## config.mk

```make
export PLATFORM = sky130hd
export DESIGN_NAME = dmbo_top
export DESIGN_NICKNAME = d
export VERILOG_FILES = /design/src/hdl/dmbo_pkg.sv /design/src/hdl/dmbo_offset_adder.sv /design/src/hdl/dmbo_top.sv
export SDC_FILE = /design/constraint.sdc
export NUM_CORES = 1
export LEC_CHECK = 0
export BUFFER_PORTS_ARGS = -buffer_cell sky130_fd_sc_hd__buf_2
export CAP_MARGIN = 15
export CORE_ASPECT_RATIO = 0.9
export CORE_UTILIZATION = 52
export CTS_CLUSTER_DIAMETER = 100
export CTS_CLUSTER_SIZE = 14
export DETAILED_ROUTE_END_ITERATION = 16
export GPL_TIMING_DRIVEN = 0
export PLACE_DENSITY = 0.84
export SETUP_SLACK_MARGIN = 0.02
export SYNTH_ARGS = -nofsm -noshare
export SYNTH_HDL_FRONTEND = slang
export SYNTH_SLANG_ARGS = --single-unit
```

## constraint.sdc

```tcl
create_clock -name CLK_SYS_I -period 6.5 [get_ports CLK_SYS_I]
set_input_delay 0.325 -clock CLK_SYS_I [delete_from_list [all_inputs] [get_ports CLK_SYS_I]]
set_output_delay 0.325 -clock CLK_SYS_I [all_outputs]
set_load 0.05 [all_outputs]
```

## src/hdl/dmbo_pkg.sv

```systemverilog
// Constants and carrier types for the display memory bank offset block
package dmbo_pkg;
   // I/O ports of the index/data register pair
   localparam logic [15:0] DMBO_INDEX_PORT = 16'h03CE;
   localparam logic [15:0] DMBO_DATA_PORT  = 16'h03CF;
   // Register indices
   localparam logic [7:0]  DMBO_IDX_OFS0   = 8'h09;
   localparam logic [7:0]  DMBO_IDX_OFS1   = 8'h0A;
   localparam logic [7:0]  DMBO_IDX_MODE   = 8'h0B;
   // Reset values
   localparam logic [7:0]  DMBO_OFS0_RST   = 8'h0F;
   localparam logic [7:0]  DMBO_OFS1_RST   = 8'h0F;
   localparam logic [7:0]  DMBO_MODE_RST   = 8'h0F;
   localparam logic [7:0]  DMBO_INDEX_RST  = 8'h00;
   // Mode extension fields; bits 7:6 are reserved and read as zero
   localparam int          DMBO_OFS1_EN    = 0;
   localparam int          DMBO_BY8_EN     = 1;
   localparam int          DMBO_EXTWR_EN   = 2;
   localparam int          DMBO_LATCH8_EN  = 3;
   localparam int          DMBO_PIX16_EN   = 4;
   localparam int          DMBO_GRAN_16K   = 5;
   localparam logic [7:0]  DMBO_MODE_MASK  = 8'h3F;
   // Memory map select codes
   localparam logic [1:0]  DMBO_MAP_128K   = 2'h0;
   localparam logic [1:0]  DMBO_MAP_64K    = 2'h1;
   // Address shifts and bytes written per CPU byte
   localparam logic [2:0]  DMBO_SHIFT_NONE = 3'h0;
   localparam logic [2:0]  DMBO_SHIFT_BY8  = 3'h3;
   localparam logic [2:0]  DMBO_SHIFT_BY16 = 3'h4;
   localparam logic [4:0]  DMBO_XFER_1     = 5'h01;
   localparam logic [4:0]  DMBO_XFER_8     = 5'h08;
   localparam logic [4:0]  DMBO_XFER_16    = 5'h10;

   // Alignment of the offset against the forced bus address
   typedef enum logic [1:0] {
      DMBO_ALIGN_4K  = 2'b00,
      DMBO_ALIGN_16K = 2'b01,
      DMBO_ALIGN_LIN = 2'b10
   } dmbo_align_t;

   // CPU address: a = A[20:12], la = linear high address bits 20..17
   typedef struct packed {
      logic [8:0] a;
      logic [3:0] la;
   } dmbo_cpu_addr_t;

   // Write path configuration handed to the memory write datapath
   typedef struct packed {
      logic [2:0] shift;
      logic [4:0] xfer_bytes;
      logic       latch8;
      logic       color_ext;
      logic       mask_dbl;
   } dmbo_wr_mode_t;
endpackage : dmbo_pkg

```

## src/hdl/dmbo_offset_adder.sv

```systemverilog
// Offset adder forming the pre-wrap display memory address bits 20..12
module dmbo_offset_adder (
   // Clock and reset
   input  wire logic                CLK_SYS_I,
   input  wire logic                RST_I,
   // Operands
   input  wire dmbo_pkg::dmbo_align_t align_i,
   input  wire logic [8:0]          xa_i,
   input  wire logic [3:0]          la_i,
   input  wire logic [7:0]          offset_i,
   // Result, bit 0 is address bit 12
   output logic [8:0]               xma_o
);
   logic [7:0] sum_4k;
   logic [6:0] sum_16k;
   logic [6:0] sum_lin;
   logic [8:0] xma_d;

   // Carries beyond the top bit fall off by width
   always_comb
   begin
      sum_4k  = {3'h0, xa_i[4:0]} + offset_i;
      sum_16k = {4'h0, xa_i[4:2]} + offset_i[6:0];
      sum_lin = {la_i, xa_i[4:2]} + offset_i[6:0];
      unique case (align_i)
         dmbo_pkg::DMBO_ALIGN_4K:  xma_d = {1'b0, sum_4k};
         dmbo_pkg::DMBO_ALIGN_16K: xma_d = {sum_16k, xa_i[1:0]};
         dmbo_pkg::DMBO_ALIGN_LIN: xma_d = {sum_lin, xa_i[1:0]};
         default:                  xma_d = 9'h000;
      endcase
   end

   // Registered so the address path meets timing in one cycle
   always_ff @(posedge CLK_SYS_I or posedge RST_I)
   begin
      if (RST_I)
         xma_o <= 9'h000;
      else
         xma_o <= xma_d;
   end
endmodule : dmbo_offset_adder

```

## src/hdl/dmbo_top.sv

```systemverilog
// Display memory bank offset: registers, address forcing and write mode control
module dmbo_top (
   // Clock and reset
   input  wire logic                    CLK_SYS_I,
   input  wire logic                    RST_I,
   // Host I/O register port
   input  wire logic [15:0]             IO_ADDR_I,
   input  wire logic                    IO_WR_I,
   input  wire logic                    IO_RD_I,
   input  wire logic [7:0]              IO_WDATA_I,
   output logic [7:0]                   IO_RDATA_O,
   output logic                         IO_RD_HIT_O,
   // CPU address and system configuration
   input  wire dmbo_pkg::dmbo_cpu_addr_t CPU_ADDR_I,
   input  wire logic                    LINEAR_MODE_I,
   input  wire logic [3:0]              LINEAR_PAGE_REG_I,
   input  wire logic [1:0]              MEMORY_MAP_SELECT_REG_I,
   input  wire logic                    PCI_MODE_I,
   input  wire logic                    DUAL_BE_APERTURE_I,
   input  wire logic                    EXT_WR_MODE45_I,
   // Colour and mask sources
   input  wire logic [7:0]              FG_COLOR_I,
   input  wire logic [7:0]              BG_COLOR_I,
   input  wire logic [7:0]              FOREGROUND_COLOR_EXT_I,
   input  wire logic [7:0]              BACKGROUND_COLOR_EXT_I,
   input  wire logic [7:0]              PLANE_WRITE_MASK_I,
   // Address results
   output logic [8:0]                   PREWRAP_MEMORY_ADDRESS_O,
   output logic                         OFFSET_SELECT_O,
   output logic                         OFFSETS_BLOCKED_O,
   output logic [3:0]                   LINEAR_PAGE_O,
   // Write datapath control
   output dmbo_pkg::dmbo_wr_mode_t      WR_MODE_O,
   output logic [15:0]                  FG_COLOR_O,
   output logic [15:0]                  BG_COLOR_O,
   output logic [15:0]                  BYTE_WRITE_MASK_O
);
   logic [7:0]            index_q;
   logic [7:0]            bank_offset_zero_q;
   logic [7:0]            bank_offset_one_q;
   logic [7:0]            write_mode_extensions_q;
   logic                  idx_wr;
   logic                  data_wr;
   logic                  ofs1_en;
   logic                  gran_16k;
   logic                  pix16_eff;
   logic                  enh_active;
   logic                  sel_one;
   logic                  blocked;
   logic [8:0]            forced_bus_address;
   logic [7:0]            chosen_offset;
   logic [15:0]           byte_mask_d;
   dmbo_pkg::dmbo_align_t align;

   // Port decode; host logic shares this clock so no synchronisers
   assign idx_wr  = IO_WR_I && (IO_ADDR_I == dmbo_pkg::DMBO_INDEX_PORT);
   assign data_wr = IO_WR_I && (IO_ADDR_I == dmbo_pkg::DMBO_DATA_PORT);

   // Index register
   always_ff @(posedge CLK_SYS_I or posedge RST_I)
   begin
      if (RST_I)
         index_q <= dmbo_pkg::DMBO_INDEX_RST;
      else if (idx_wr)
         index_q <= IO_WDATA_I;
   end

   // Offset registers
   always_ff @(posedge CLK_SYS_I or posedge RST_I)
   begin
      if (RST_I)
      begin
         bank_offset_zero_q <= dmbo_pkg::DMBO_OFS0_RST;
         bank_offset_one_q  <= dmbo_pkg::DMBO_OFS1_RST;
      end
      else if (data_wr)
      begin
         if (index_q == dmbo_pkg::DMBO_IDX_OFS0)
            bank_offset_zero_q <= IO_WDATA_I;
         if (index_q == dmbo_pkg::DMBO_IDX_OFS1)
            bank_offset_one_q <= IO_WDATA_I;
      end
   end

   // Mode extension register; reserved bits are never stored
   always_ff @(posedge CLK_SYS_I or posedge RST_I)
   begin
      if (RST_I)
         write_mode_extensions_q <= dmbo_pkg::DMBO_MODE_RST;
      else if (data_wr && (index_q == dmbo_pkg::DMBO_IDX_MODE))
         write_mode_extensions_q <= IO_WDATA_I & dmbo_pkg::DMBO_MODE_MASK;
   end

   // Read port: index and mapped registers answer, other indices read zero
   always_ff @(posedge CLK_SYS_I or posedge RST_I)
   begin
      if (RST_I)
      begin
         IO_RDATA_O  <= 8'h00;
         IO_RD_HIT_O <= 1'b0;
      end
      else
      begin
         IO_RD_HIT_O <= 1'b0;
         if (IO_RD_I && (IO_ADDR_I == dmbo_pkg::DMBO_INDEX_PORT))
         begin
            IO_RDATA_O  <= index_q;
            IO_RD_HIT_O <= 1'b1;
         end
         else if (IO_RD_I && (IO_ADDR_I == dmbo_pkg::DMBO_DATA_PORT))
         begin
            IO_RD_HIT_O <= 1'b1;
            unique case (index_q)
               dmbo_pkg::DMBO_IDX_OFS0: IO_RDATA_O <= bank_offset_zero_q;
               dmbo_pkg::DMBO_IDX_OFS1: IO_RDATA_O <= bank_offset_one_q;
               dmbo_pkg::DMBO_IDX_MODE: IO_RDATA_O <= write_mode_extensions_q;
               default:
               begin
                  IO_RDATA_O  <= 8'h00;
                  IO_RD_HIT_O <= 1'b0;
               end
            endcase
         end
      end
   end

   // Mode decode
   assign ofs1_en    = write_mode_extensions_q[dmbo_pkg::DMBO_OFS1_EN];
   assign gran_16k   = write_mode_extensions_q[dmbo_pkg::DMBO_GRAN_16K];
   // Pixel enhancement is dead unless extended writes are on
   assign pix16_eff  = write_mode_extensions_q[dmbo_pkg::DMBO_PIX16_EN] &&
                       write_mode_extensions_q[dmbo_pkg::DMBO_EXTWR_EN];
   assign enh_active = pix16_eff && EXT_WR_MODE45_I;

   // Offset choice: bit 15 only matters with offset-one on
   assign sel_one = ofs1_en && CPU_ADDR_I.a[3];
   // Big-endian dual aperture on PCI bypasses both offsets
   assign blocked = PCI_MODE_I && DUAL_BE_APERTURE_I;
   assign chosen_offset = blocked ? 8'h00 :
                          (sel_one ? bank_offset_one_q : bank_offset_zero_q);

   // Forced bus address; bit 3 is A15, bit 4 is A16
   always_comb
   begin
      forced_bus_address = CPU_ADDR_I.a;
      if ((MEMORY_MAP_SELECT_REG_I == dmbo_pkg::DMBO_MAP_64K) || ofs1_en)
         forced_bus_address[4] = 1'b0;
      if (ofs1_en)
         forced_bus_address[3] = 1'b0;
   end

   // Alignment choice; the linear variant only exists at 16K steps
   always_comb
   begin
      if (!gran_16k)
         align = dmbo_pkg::DMBO_ALIGN_4K;
      else if (LINEAR_MODE_I)
         align = dmbo_pkg::DMBO_ALIGN_LIN;
      else
         align = dmbo_pkg::DMBO_ALIGN_16K;
   end

   // Sum of forced address and offset, registered inside
   dmbo_offset_adder u_adder (
      .CLK_SYS_I (CLK_SYS_I),
      .RST_I     (RST_I),
      .align_i   (align),
      .xa_i      (forced_bus_address),
      .la_i      (CPU_ADDR_I.la),
      .offset_i  (chosen_offset),
      .xma_o     (PREWRAP_MEMORY_ADDRESS_O)
   );

   // Selection flags and linear page, registered alongside the sum
   always_ff @(posedge CLK_SYS_I or posedge RST_I)
   begin
      if (RST_I)
      begin
         OFFSET_SELECT_O   <= 1'b0;
         OFFSETS_BLOCKED_O <= 1'b0;
         LINEAR_PAGE_O     <= 4'h0;
      end
      else
      begin
         OFFSET_SELECT_O   <= sel_one;
         OFFSETS_BLOCKED_O <= blocked;
         // 2M aperture on a 2M boundary: lowest page bit dropped
         LINEAR_PAGE_O     <= {LINEAR_PAGE_REG_I[3:1],
                               LINEAR_PAGE_REG_I[0] & ~gran_16k};
      end
   end

   // Write mode control for the datapath
   always_ff @(posedge CLK_SYS_I or posedge RST_I)
   begin
      if (RST_I)
         WR_MODE_O <= '0;
      else
      begin
         WR_MODE_O.latch8    <= write_mode_extensions_q[dmbo_pkg::DMBO_LATCH8_EN];
         WR_MODE_O.color_ext <= enh_active;
         WR_MODE_O.mask_dbl  <= enh_active;
         if (enh_active)
         begin
            WR_MODE_O.shift      <= dmbo_pkg::DMBO_SHIFT_BY16;
            WR_MODE_O.xfer_bytes <= dmbo_pkg::DMBO_XFER_16;
         end
         else if (write_mode_extensions_q[dmbo_pkg::DMBO_BY8_EN] && !pix16_eff)
         begin
            // By-8 is a don't-care once the enhancement owns the path
            WR_MODE_O.shift      <= dmbo_pkg::DMBO_SHIFT_BY8;
            WR_MODE_O.xfer_bytes <= dmbo_pkg::DMBO_XFER_8;
         end
         else
         begin
            WR_MODE_O.shift      <= dmbo_pkg::DMBO_SHIFT_NONE;
            WR_MODE_O.xfer_bytes <= dmbo_pkg::DMBO_XFER_1;
         end
      end
   end

   // Byte mask: one plane bit per pixel of two bytes when enhanced
   for (genvar j = 0; j < 16; j++)
   begin : g_mask
      if (j < 8)
      begin : g_lo
         assign byte_mask_d[j] = enh_active ? PLANE_WRITE_MASK_I[j / 2]
                                            : PLANE_WRITE_MASK_I[j];
      end
      else
      begin : g_hi
         assign byte_mask_d[j] = enh_active && PLANE_WRITE_MASK_I[j / 2];
      end
   end

   // Colours: high bytes come from the extensions only when enhanced
   always_ff @(posedge CLK_SYS_I or posedge RST_I)
   begin
      if (RST_I)
      begin
         FG_COLOR_O        <= 16'h0000;
         BG_COLOR_O        <= 16'h0000;
         BYTE_WRITE_MASK_O <= 16'h0000;
      end
      else
      begin
         FG_COLOR_O <= {enh_active ? FOREGROUND_COLOR_EXT_I : 8'h00, FG_COLOR_I};
         BG_COLOR_O <= {enh_active ? BACKGROUND_COLOR_EXT_I : 8'h00, BG_COLOR_I};
         BYTE_WRITE_MASK_O <= byte_mask_d;
      end
   end
endmodule : dmbo_top

```

==> flow_summary.json <==
{
  "status": "complete, no violations",
  "overflow": 0,
  "hold_viol": 0,
  "gp_congestion": 0.9160,
  "pre_cts_slack_ps": 3652,
  "final_layout_size_suffix_gt1_share_pct": 43.60,
  "antenna_cells": 0,
  "vias": 3679,
  "cts_buffers": 9,
  "cts_sinks": 102,
  "path_class": "reg -> reg",
  "drc": 0,
  "design_area_um2": 5957,
  "async_reset_ff_share_pct": 100.0,
  "cp_data_required_time_ps": 6790,
  "die_width_um": 102.4,
  "ys_types": 65,
  "synth_warnings": 0,
  "tightest_slew_ps": 640.1,
  "cts_tree": "done",
  "cts_htree_levels": 3,
  "period_needed_ps": 2920,
  "worstPathMaxFanout": 10,
  "hp-class": "in -> reg",
  "maxSlewHeadroom_pct": 57.17,
  "track_usage_pct": 23.70,
  "endpoint_kind": "flop",
  "hold_path_depth": 1,
  "seq_area_frac_synth_pct": 54.42,
  "instances_no_fill": 713,
  "vias_per_cell": 5.160,
  "synth.area.top_cells": "dfrtp_1 (48%), mux2_2 (7.2%), dfstp_2 (6.7%)",
  "avgRoutedWirePerCell_um": 14.94,
  "cts_buffer_depth": 2,
  "timing.rr.end": "u_adder.xma_o[7]$_DFF_PP0_",
  "fin_crit_sh_pct": 44.92,
  "grt_pass1_wl_um": 17150,
  "die-height_um": 92.37,
  "drv_cap": 0,
  "yosys.area_share.simple_pct": 15.38,
  "clk_pin_slew_ps": 110,
  "power.density_nw_per_um2": 196.6,
  "syn2layout_area_growth_pct": 26.25,
  "netlist_area_um2": 4718,
  "worst_slack_ps": 3580,
  "cts_resized": 0,
  "placed_cells": 696,
  "ant_nets": 0,
  "core_um2": 8688,
  "synthesis.instances": 408,
  "crit_path_start_kind": "flop",
  "layout_commonest_cell": "buf_2",
  "fmax_mhz": 342.5,
  "r2r_setup_slack_ps": 3580,
  "finalSetupTns_ps": 0,
  "insertion_delay_ps": 370,
  "finalSetupViolCount": 0,
  "ios": 174,
  "finalNetCount": 691,
  "r2r_start": "write_mode_extensions_q[0]$_DFFE_PP1P_",
  "synthFlopType": "dfrtp_1",
  "dpl_cell_area_um2": 5737,
  "skew_ps": 9.330,
  "critPathCapture": "u_adder.xma_o[7]$_DFF_PP0_",
  "synth_top_area_share_pct": 47.73,
  "filler_cell_count": 678,
  "dieArea_um2": 9459,
  "synth.avg_cell_area_um2": 11.56,
  "synth_mux_area_share_pct": 9.255,
  "synth_top_family_by_area": "simple AND/OR/NAND/NOR gates",
  "rsz0062_at_grt": "no",
  "grt_pass1_vias": 3721,
  "yosys.area.top_type": "dfrtp_1",
  "ir_drop_mv": 0.1323,
  "first_pass_iters": 4,
  "rows": 32,
  "crit_start": "write_mode_extensions_q[0]$_DFFE_PP1P_",
  "start_util_pct": 54.31,
  "clockRootBuffer": "clkbuf_8",
  "ys_ff_latch": 102,
  "port_buffers": 167,
  "grt_max_degree": 77,
  "synth-xor-area-share_pct": 2.042,
  "totalWireLength_um": 10660,
  "cp.arrival_ps": 3210,
  "synth-adder-area-share_pct": 2.917,
  "synth_edf_count": 0,
  "p_leak_nw": 3.138,
  "dr.first_iter.drc_count": 149,
  "utilization_pct": 68.56,
  "drv_slew": 0,
  "final_cell_mix": "buf_2 (169), dfrtp_1 (90), nand2_1 (39)",
  "reg2reg_depth": 13,
  "antenna_found_initial": 0,
  "dpl.hpwl_um": 8212,
  "synth_compound_area_share_pct": 11.19
}
## registers in the layout, summed over array words and instances (netlist names)
| register | cells |
|---|---|
| WR_MODE_O | 4 |
| OFFSET_SELECT_O | 1 |
| LINEAR_PAGE_O | 4 |
| BG_COLOR_O | 16 |
| write_mode_extensions_q | 6 |
| OFFSETS_BLOCKED_O | 1 |
| bank_offset_one_q | 8 |
| FG_COLOR_O | 16 |
| index_q | 8 |
| u_adder.xma_o | 9 |
| bank_offset_zero_q | 8 |
| BYTE_WRITE_MASK_O | 12 |
| IO_RD_HIT_O | 1 |
| IO_RDATA_O | 8 |
## power by group
group	internal [mW]	total, mW	switching (mW)
Clock	0.156	0.404	0.248
Sequential	0.645	0.648	0.00253
Combinational	0.0369	0.119	0.0824
## worst min-delay path by stage
stage / from / to
after global routing: BG_COLOR_I[0] / BG_COLOR_O[0]$_DFF_PP0_
final: BG_COLOR_I[5] / BG_COLOR_O[5]$_DFF_PP0_
after detailed placement: RST_I / BG_COLOR_O[0]$_DFF_PP0_
after floorplan: BG_COLOR_I[0] / BG_COLOR_O[0]$_DFF_PP0_
after CTS: BG_COLOR_I[2] / BG_COLOR_O[2]$_DFF_PP0_
after global placement: write_mode_extensions_q[3]$_DFFE_PP1P_ / WR_MODE_O[2]$_DFF_PP0_
## final cells by class
type | instances | area (µm²) | share of cell area [%]
Multi-Input combinational cell | 269 | 1932 | 32.43
Clock inverter | 7 | 86.33 | 1.449
Clock buffer | 9 | 123.9 | 2.079
Inverter | 13 | 65.06 | 1.092
Timing Repair Buffer | 169 | 873.3 | 14.66
Buffer | 25 | 160.2 | 2.689
Tap cell | 119 | 148.9 | 2.499
Sequential cell | 102 | 2567 | 43.10
## critical path, stage by stage (launching register included)
cell	delay (ps)
dfstp_2	540
buf_6	130
buf_6	160
nand2_4	90
inv_1	130
nand2_1	70
a21oi_1	250
ha_1	270
inv_1	50
a211oi_1	210
a2111o_1	180
a41oi_2	160
or4b_1	510
o211ai_2	90
## stage by stage
stage | total power, mW | hold slack (ps)
finish | 1.171 | 43.98
global route | 1.215 | 17.15
CTS | 1.183 | 28.49
detailed placement | 0.7798 | 324.2
global placement | 0.7746 | 411.2
floorplan | 0.7294 | 356.4
## layer usage
metal | up-vias | share of wire [%] | global-route usage, %
met1 | 1765 | 43 | 29.51
met3 | 13 | 5.1 | 5.585
met4 | 0 | 1.3 | 6.071
li1 | 1779 | - | -
met2 | 122 | 51 | 41.22
met5 | - | 0 | 0
## kinds of logic (layout without fill, tap and decap cells)
logic type                 after synthesis  count (layout)
AOI/OAI and AO/OA                       76              76
adders and majority gates               11              11
other                                    1               2
DFF                                    102             102
xor gates and xnor gates                11              11
and+or+nand+nor                        130             130
muxes                                   39              39
buffers and inverters                   38             223
## synthesized netlist by cell type (all sizes together), types with 6 or more instances
library cell and number:
mux2 37, nor3b 10, clkbuf 9, nor2b 6, nand2 41, dfrtp 90, nand3 10, a21oi 24
a22oi 10, o21ai 14, inv 12, ha 11, nor2 14, dfstp 12, xor2 6, and3 6
and2 20, buf 16
## repair_timing
item / in CTS / in global routing
hold buffers: 1 / 0
buffers inserted: 0 / 0
endpoints found under the hold margin: 26 / 0
(Power assumes the default switching activity.)
